**src/pkg/pdbc_defs.vh**
```
// Function
// - Decade variant counts BCD when chained
// - Decade splits into divide-by-two and divide-by-five
// - Two-by-five order gives symmetric MSB square
// - Binary variant divides by two to sixteen
// - Low load strobe copies data to outputs
// - Low reset clears all four outputs
// - Count only on falling clock edges
`ifndef PDBC_DEFS_VH
`define PDBC_DEFS_VH

// =====================================================================
// Widths
// =====================================================================
`define PDBC_CNT_W        4
`define PDBC_UP_W         3
`define PDBC_SYNC_W       9

// =====================================================================
// Field positions of the input synchroniser word
// =====================================================================
`define PDBC_SY_CLK1      0
`define PDBC_SY_CLK2      1
`define PDBC_SY_LOAD_N    2
`define PDBC_SY_CLEAR_N   3
`define PDBC_SY_DATA_LO   4
`define PDBC_SY_DATA_HI   7
`define PDBC_SY_DECADE    8

// =====================================================================
// Reset values and count limits
// =====================================================================
`define PDBC_CNT_RST      4'h0
`define PDBC_UP_RST       3'h0
`define PDBC_UP_ONE       3'h1
`define PDBC_QUIN_LAST    3'h4
`define PDBC_SYNC_RST     9'h00c

`endif

```
**src/hw/pdbc_sync.v**
```verilog
`include "pdbc_defs.vh"

// =====================================================================
// Two-stage synchroniser for pin inputs
// =====================================================================
module pdbc_sync (
    ref_clk,
    rst_n,
    clk_en,
    pin_in,
    pin_sync
);
    input  wire                    ref_clk;
    input  wire                    rst_n;
    input  wire                    clk_en;
    input  wire [`PDBC_SYNC_W-1:0] pin_in;
    output wire [`PDBC_SYNC_W-1:0] pin_sync;

    reg [`PDBC_SYNC_W-1:0] meta_q;
    reg [`PDBC_SYNC_W-1:0] sync_q;

    always @(posedge ref_clk or negedge rst_n) begin
        if (!rst_n) begin
            meta_q <= `PDBC_SYNC_RST;
            sync_q <= `PDBC_SYNC_RST;
        end else if (clk_en) begin
            meta_q <= pin_in;
            sync_q <= meta_q;
        end
    end

    assign pin_sync = sync_q;

endmodule // pdbc_sync

```
**src/hw/pdbc_top.v**
```verilog
`include "pdbc_defs.vh"

// =====================================================================
// Presettable decade / binary counter
// =====================================================================
module pdbc_top (
    ref_clk,
    reset_n,
    clk_en,
    decade_variant,
    two_by_five_order,
    count_clk1,
    count_clk2,
    load_n,
    clear_n,
    data_in,
    count_out
);
    input  wire                   ref_clk;
    input  wire                   reset_n;
    input  wire                   clk_en;
    input  wire                   decade_variant;
    input  wire                   two_by_five_order;
    input  wire                   count_clk1;
    input  wire                   count_clk2;
    input  wire                   load_n;
    input  wire                   clear_n;
    input  wire [`PDBC_CNT_W-1:0] data_in;
    output wire [`PDBC_CNT_W-1:0] count_out;

    // =================================================================
    // Reset release
    // =================================================================
    reg rst_meta_q;
    reg rst_sync_q;

    always @(posedge ref_clk or negedge reset_n) begin
        if (!reset_n) begin
            rst_meta_q <= 1'b0;
            rst_sync_q <= 1'b0;
        end else begin
            rst_meta_q <= 1'b1;
            rst_sync_q <= rst_meta_q;
        end
    end

    // =================================================================
    // Pin synchronisers
    // =================================================================
    wire [`PDBC_SYNC_W-1:0] pin_word;
    wire [`PDBC_SYNC_W-1:0] pin_sync;

    assign pin_word = {decade_variant, data_in, clear_n, load_n,
                       count_clk2, count_clk1};

    pdbc_sync u_sync (
        .ref_clk  (ref_clk),
        .rst_n    (rst_sync_q),
        .clk_en   (clk_en),
        .pin_in   (pin_word),
        .pin_sync (pin_sync)
    );

    wire                   clk1_s;
    wire                   clk2_s;
    wire                   load_n_s;
    wire                   clear_n_s;
    wire [`PDBC_CNT_W-1:0] data_s;
    wire                   decade_s;

    assign clk1_s    = pin_sync[`PDBC_SY_CLK1];
    assign clk2_s    = pin_sync[`PDBC_SY_CLK2];
    assign load_n_s  = pin_sync[`PDBC_SY_LOAD_N];
    assign clear_n_s = pin_sync[`PDBC_SY_CLEAR_N];
    assign data_s    = pin_sync[`PDBC_SY_DATA_HI:`PDBC_SY_DATA_LO];
    assign decade_s  = pin_sync[`PDBC_SY_DECADE];

    // Order strap is a plain level; keep it steady while counting
    reg order_meta_q;
    reg order_q;

    always @(posedge ref_clk or negedge rst_sync_q) begin
        if (!rst_sync_q) begin
            order_meta_q <= 1'b0;
            order_q      <= 1'b0;
        end else if (clk_en) begin
            order_meta_q <= two_by_five_order;
            order_q      <= order_meta_q;
        end
    end

    // =================================================================
    // Falling edge detection on the count clocks
    // =================================================================
    reg  clk1_prev_q;
    reg  clk2_prev_q;
    wire clk1_fall;
    wire clk2_fall;

    always @(posedge ref_clk or negedge rst_sync_q) begin
        if (!rst_sync_q) begin
            clk1_prev_q <= 1'b0;
            clk2_prev_q <= 1'b0;
        end else if (clk_en) begin
            clk1_prev_q <= clk1_s;
            clk2_prev_q <= clk2_s;
        end
    end

    assign clk1_fall = clk1_prev_q & ~clk1_s;
    assign clk2_fall = clk2_prev_q & ~clk2_s;

    // =================================================================
    // Upper section step
    // =================================================================
    // Decade wraps after four; out-of-range preset states fall back to zero
    function [`PDBC_UP_W-1:0] up_next;
        input [`PDBC_UP_W-1:0] cur;
        input                  quinary;
        begin
            if (quinary && (cur >= `PDBC_QUIN_LAST)) begin
                up_next = `PDBC_UP_RST;
            end else begin
                up_next = cur + `PDBC_UP_ONE;
            end
        end
    endfunction

    // =================================================================
    // Counter state
    // =================================================================
    reg                  half_q;
    reg                  half_d;
    reg [`PDBC_UP_W-1:0] up_q;
    reg [`PDBC_UP_W-1:0] up_d;
    wire                 biq_mode;
    wire                 quin_wrap;

    assign biq_mode  = decade_s & order_q;
    assign quin_wrap = (up_q >= `PDBC_QUIN_LAST);

    always @* begin
        half_d = half_q;
        up_d   = up_q;
        if (!clear_n_s) begin
            half_d = 1'b0;
            up_d   = `PDBC_UP_RST;
        end else if (!load_n_s) begin
            if (biq_mode) begin
                half_d = data_s[`PDBC_CNT_W-1];
                up_d   = data_s[`PDBC_UP_W-1:0];
            end else begin
                half_d = data_s[0];
                up_d   = data_s[`PDBC_CNT_W-1:1];
            end
        end else if (biq_mode) begin
            if (clk1_fall) begin
                up_d = up_next(up_q, 1'b1);
                if (quin_wrap) begin
                    half_d = ~half_q;
                end
            end
        end else begin
            if (clk1_fall) begin
                half_d = ~half_q;
            end
            if (clk2_fall) begin
                up_d = up_next(up_q, decade_s);
            end
        end
    end

    always @(posedge ref_clk or negedge rst_sync_q) begin
        if (!rst_sync_q) begin
            half_q <= 1'b0;
            up_q   <= `PDBC_UP_RST;
        end else if (clk_en) begin
            half_q <= half_d;
            up_q   <= up_d;
        end
    end

    // =================================================================
    // Output register
    // =================================================================
    // In two-by-five order of the decade variant the halving stage appears as the top bit
    reg [`PDBC_CNT_W-1:0] out_q;
    reg [`PDBC_CNT_W-1:0] out_d;

    always @* begin
        if (biq_mode) begin
            out_d = {half_d, up_d};
        end else begin
            out_d = {up_d, half_d};
        end
    end

    always @(posedge ref_clk or negedge rst_sync_q) begin
        if (!rst_sync_q) begin
            out_q <= `PDBC_CNT_RST;
        end else if (clk_en) begin
            out_q <= out_d;
        end
    end

    assign count_out = out_q;

endmodule // pdbc_top

```
**config.mk**
```make
export PLATFORM = sky130hd
export DESIGN_NAME = pdbc_top
export DESIGN_NICKNAME = d
export VERILOG_FILES = /design/src/hw/pdbc_sync.v /design/src/hw/pdbc_top.v
export VERILOG_INCLUDE_DIRS = /design/src /design/src/pkg
export SDC_FILE = /design/constraint.sdc
export NUM_CORES = 1
export LEC_CHECK = 0
export ABC_AREA = 1
export BUFFER_PORTS_ARGS = -buffer_cell sky130_fd_sc_hd__buf_2
export CAP_MARGIN = 30
export CORE_MARGIN = 5
export CORE_UTILIZATION = 55
export CTS_CLUSTER_SIZE = 40
export DETAILED_ROUTE_END_ITERATION = 8
export PLACE_DENSITY = 0.73
export SLEW_MARGIN = 10
export SYNTH_ARGS = -nofsm -noshare
export SYNTH_HDL_FRONTEND = slang
export SYNTH_SLANG_ARGS = --single-unit
```
**constraint.sdc**
```tcl
create_clock -name ref_clk -period 1.2 [get_ports ref_clk]
set_input_delay 0.06 -clock ref_clk [delete_from_list [all_inputs] [get_ports ref_clk]]
set_output_delay 0.06 -clock ref_clk [all_outputs]
set_load 0.01 [all_outputs]
```
# Word level (Yosys, flattened, before mapping)
# Cells that the tools add are included.
# op_classes
add_sub_neg,1
n_lt_le_gt_ge,1
muxes,16
bitwise_logic,6
reduce_logical,1
# op_table
operator,n
2-to-1 mux 3 bit,8
2-to-1 mux 1 bit,7
2-to-1 mux 4 bit,1
"adder 3 x 1 -> 3 bit, second input constant",1
AND 1 bit,3
">= comparator 3 bit, second input constant",1
NOT 1 bit,3
logical AND 1 bit,1
# word_totals
ff_bits,32
inputBits,13
wordCells,36

# Longest topological paths before layout
# logic_depth
ltp_word,8
mapped_depth,12
ltp_nobuf,12

# Modules after synthesis
# From an unflattened synthesis, not the netlist that was laid out.
# hier_totals
cells_unflattened,213
hier_area_um2,1617.8
# by_module_without_submodules
mod,n_inst,cells_per_inst,area_each_um2
pdbc_top,1,137,902.1
pdbc_sync,1,76,715.7

# Worst setup path before layout
# OpenSTA, ideal clock, no wires.
# synth_timing
path_type,flip-flop to flip-flop
start,register up_q[0]
end,register out_q[1] (netlist: count_out[1])
setup_ns,0.117
arrival_time_ns,1.269
required_ns,1.083
setup_slack_ns,-0.187
stages_incl_launch_ff,13
synth_period_minus_slack_ns,1.387
cell_sequence,dfrtp_1 -> inv_2 -> ha_1 -> inv_1 -> nor2_1 -> nand2_1 -> nand3_1 -> nand2_1 -> nand2_1 -> nand2_2 -> nand2_1 -> nand3_1 -> nand2_1
# synth_between
elab_chain_len,8
# synth_rtl
item,line,rtl
start: declaration,pdbc_top.v:134,reg [`PDBC_UP_W-1:0] up_q;
start signal: assignment,pdbc_top.v:176,up_q <= `PDBC_UP_RST;
start signal: assignment,pdbc_top.v:179,up_q <= up_d;
>= comparator 3 bit (no line),--,
logical AND 1 bit,pdbc_top.v:121,if (quinary && (cur >= `PDBC_QUIN_LAST)) begin
2-to-1 mux 3 bit,pdbc_top.v:121,
2-to-1 mux 3 bit,pdbc_top.v:167,if (clk2_fall) begin
2-to-1 mux 3 bit (*),pdbc_top.v:156,end else if (biq_mode) begin
2-to-1 mux 3 bit (*),pdbc_top.v:148,end else if (!load_n_s) begin
2-to-1 mux 3 bit (*),pdbc_top.v:145,if (!clear_n_s) begin
2-to-1 mux 4 bit (*),pdbc_top.v:191,if (biq_mode) begin
end signal: assignment,pdbc_top.v:200,out_q <= `PDBC_CNT_RST;
end signal: assignment,pdbc_top.v:202,out_q <= out_d;
end: declaration,pdbc_top.v:187,reg [`PDBC_CNT_W-1:0] out_q;
# Mark *: on every way between the ends. The rest lies on a longest branch, timed or not.
# A chain may end at the register's enable or synchronous reset.

# Final worst setup path
# Same ends and word-level chain as after synthesis.

==> results.sh <==
export IMPL_yosys_area_share_simple=0.270
export IMPL_setup_tns_ps=-1020
export IMPL_xor_and_xnor_area_share_after_synthesis=0
export IMPL_min_path_type="in -> async"
export IMPL_first_pass_grt_wire_length_um=5730
export IMPL_synthesis_nets=215
export IMPL_drc=0
export IMPL_rsz0062_at_grt="true"
export IMPL_power_ir_vdd_worst_mv=1.28
export IMPL_synth_compound_area_frac=0.105
export IMPL_postSynthCellCount=200
export IMPL_timing_endpoint_of_the_critical_path="count_out[1]"
export IMPL_critical_path_max_fanout=4
export IMPL_floorplan_die_area_mm2=0.00399
export IMPL_crit_reg2reg_capture="count_out[1]"
export IMPL_failed_checks="setup timing"
export IMPL_timing_final_setup_violations=7
export IMPL_clock_path_buffers=2
export IMPL_worstReg2RegStart="up_q[0]"
export IMPL_yosysTopAreaCellShare=0.451
export IMPL_cts_reportedPaths_clkPinSlew_ps=100
export IMPL_period_needed_ps=1400
export IMPL_grt_max_degree=35
export IMPL_critical_path_slowest_cell="sky130_fd_sc_hd__dfrtp_1"
export IMPL_ctsRootBufferMaster="sky130_fd_sc_hd__clkbuf_4"
export IMPL_detailedRoute_firstIterationViolations=77
export IMPL_floorplan_core_area_mm2=0.00273
export IMPL_register_area_um2=807
export IMPL_routed_via_count=1353
export IMPL_cts_tree="built"
export IMPL_run_status="complete, but fails checks"
export IMPL_yosys_warnings=0
export IMPL_netlist_top_cell_by_area="sky130_fd_sc_hd__dfrtp_1"
export IMPL_grt_ovfl_total=0
export IMPL_final_hold_vio_count=0
export IMPL_final_max_slew_violation_count=0
export IMPL_timing_critical_path_from="up_q[0]"
export IMPL_worstSetupEndpointType="flip-flop"
export IMPL_timing_final_ws_setup_ps=-201
export IMPL_routed_wl_um=3370
export IMPL_first_pass_drt_iterations=4
export IMPL_globalRouteTotalUtil=0.182
export IMPL_multiInputGateArea_um2=656
export IMPL_synth_seq_cells=32
export IMPL_critical_setup_path_class="reg -> reg"
export IMPL_final_nets=263
export IMPL_fp_row_count=19
export IMPL_dpl_hpwl_um=2230
export IMPL_numClockSinks=32
export IMPL_fraction_of_the_yosys_area_taken_by_sequential_cells=0.518
export IMPL_first_global_vias=1313
export IMPL_detail_route_antenna_nets=0
export IMPL_combinational_family_with_the_most_area_after_synthesis="simple AND/OR/NAND/NOR gates"
export IMPL_final_setup_skew_ps=13.6
export IMPL_maxCapViolations=0
export IMPL_final_core_utilization=0.734
export IMPL_worstPathArrival_ps=1690
export IMPL_die_width_um=63.2
export IMPL_initial_core_utilization=0.569
export IMPL_finalHoldWorstSlack_ps=72.6
export IMPL_numPortBuffers=16
export IMPL_clk_latency_ps=340
export IMPL_critical_path_max_stage_delay_ps=420
export IMPL_gp_congestion=0.873
export IMPL_filler_cell_count=192
export IMPL_timing_final_crit_share=1.17
export IMPL_critPathLaunchType="flip-flop"
export IMPL_critical_path_required_ps=1490
export IMPL_num_antenna_cells=0
export IMPL_cellLeakagePower_nw=1.07
export IMPL_cts_buffers=5
export IMPL_mappedNetlistArea_mm2=0.00156
export IMPL_drive_gt1_frac=0.317
export IMPL_antenna_found_initial=0
export IMPL_path_cells="inv_2 -> ha_4 -> inv_2 -> nor2_2 -> nand2_1 -> nand3_1 -> nand2_1 -> nand2_1 -> nand2_2 -> nand2_1 -> nand3_1 -> nand2_1"
export IMPL_post_synth_fa_ha_maj_area_fraction=0.0161
export IMPL_yosys_top_cells_area="sky130_fd_sc_hd__dfrtp_1 (45%), sky130_fd_sc_hd__nand2_1 (21%), sky130_fd_sc_hd__dfstp_2 (6.8%)"
export IMPL_wire_per_inst_um=12.0
export IMPL_mean_cell_area_of_the_mapped_netlist_um2=7.78
export IMPL_synth_lib_cells_used_distinct=23
export IMPL_ioPinCount=17
export IMPL_avgViaCountPerCell=4.83
export IMPL_fp_dieH_um=63.2
export IMPL_power_density_over_the_cells_mw_per_mm2=1280
export IMPL_synth_area_mux_share=0
export IMPL_h_tree_depth=2
export IMPL_reg2regPathDepth=12
export IMPL_critical_path_top_cell_by_count="sky130_fd_sc_hd__nand2_1"
export IMPL_achievable_frequency_mhz=714
export IMPL_synth_to_final_area_change_pct=29.0
export IMPL_rrSetupSlack_ps=-200
through the flow:
| stage | power, mW | instances | area (µm²) | setup WS, ps |
|---|---|---|---|---|
| floorplan | 1.67 | 200 | 1570 | -131 |
| global placement | 1.85 | 257 | 1770 | -133 |
| detailed placement | 1.88 | 257 | 1770 | -196 |
| CTS | 2.56 | 276 | 1960 | -193 |
| global route | 2.74 | 280 | 2010 | -309 |
| finish | 2.57 | 280 | 2010 | -201 |
flip-flops by register name (all words and copies together) (netlist names):
signal	flops
order_q	1
u_sync.meta_q	9
rst_meta_q	1
order_meta_q	1
up_q	3
clk2_prev_q	1
u_sync.pin_sync	9
clk1_prev_q	1
half_q	1
rst_sync_q	1
count_out	4
per-layer routing:
| layer | share of wire | global-route usage | vias up |
|---|---|---|---|
| met5 | 0 | 0 | - |
| met4 | 0.028 | 0.0883 | 0 |
| met3 | 0.040 | 0.0515 | 10 |
| met2 | 0.51 | 0.297 | 24 |
| met1 | 0.42 | 0.219 | 603 |
| li1 | - | - | 716 |
cells in the final DEF, fill, tap and decap left out, types with 4 or more instances in the layout:
master                          instances
sky130_fd_sc_hd__nand2_1               81
sky130_fd_sc_hd__dfrtp_1               27
sky130_fd_sc_hd__buf_4                 22
sky130_fd_sc_hd__o21ai_1               18
sky130_fd_sc_hd__buf_2                 16
sky130_fd_sc_hd__inv_2                 11
sky130_fd_sc_hd__dlygate4sd3_1         11
sky130_fd_sc_hd__inv_1                 10
sky130_fd_sc_hd__nand3_1                9
sky130_fd_sc_hd__nand2_2                8
sky130_fd_sc_hd__o21ai_0                6
sky130_fd_sc_hd__clkbuf_4               5
sky130_fd_sc_hd__dfstp_2                4
final cells by class:
cell class                      count  share of cell area
Multi-Input combinational cell    137               0.327
Sequential cell                    32               0.402
Timing Repair Buffer               49               0.177
Clock buffer                        8              0.0293
Tap cell                           31              0.0193
Inverter                           23              0.0455
timing repair:
item	4_1_cts	5_1_grt
cloned	0	0
setup endpoints to repair	8	8
hold endpoints to repair	12	0
buffers inserted	1	4
resized for setup	8	10
pin swaps	6	8
hold buffers	11	0
synth_stat cells, drive strengths merged:
master and count:
a21oi 3, buf 5, clkbuf 3, clkinv 1, conb 1, dfrtp 28
dfstp 4, ha 2, inv 22, nand2 90, nand3 11, nor2 4
o211ai 1, o21ai 25
report_power, final:
group          switching [mW]  internal [mW]
logic                   0.352          0.292
registers              0.0872           1.21
clock network           0.340          0.289
total                   0.780           1.79
logic make-up (layout without fill, tap and decap cells):
group                      after synthesis  count (layout)
adders and majority gates                2               2
AOI/OAI and AO/OA                       29              29
buffers and inverters                   31              80
and+or+nand+nor                        105             105
other                                    1               1
DFF                                     32              32
worst max-delay path: cells and delay by family (launching register included):
family,cells,cell delay [ps]
buffers and inverters,2,100
adder cells (fa/ha/maj),1,270
AND/OR/NAND/NOR,9,540
flip-flops,1,420
worst min-delay path by stage:
| stage | from | endpoint | cells after the start |
|---|---|---|---|
| final | reset_n | rst_meta_q | 2 |
| after global routing | reset_n | rst_meta_q | 2 |
| after CTS | reset_n | rst_meta_q | 2 |
| after detailed placement | reset_n | rst_sync_q | 1 |
| after global placement | reset_n | rst_sync_q | 1 |
| after floorplan | reset_n | rst_meta_q | 0 |
(Power assumes the default switching activity.)
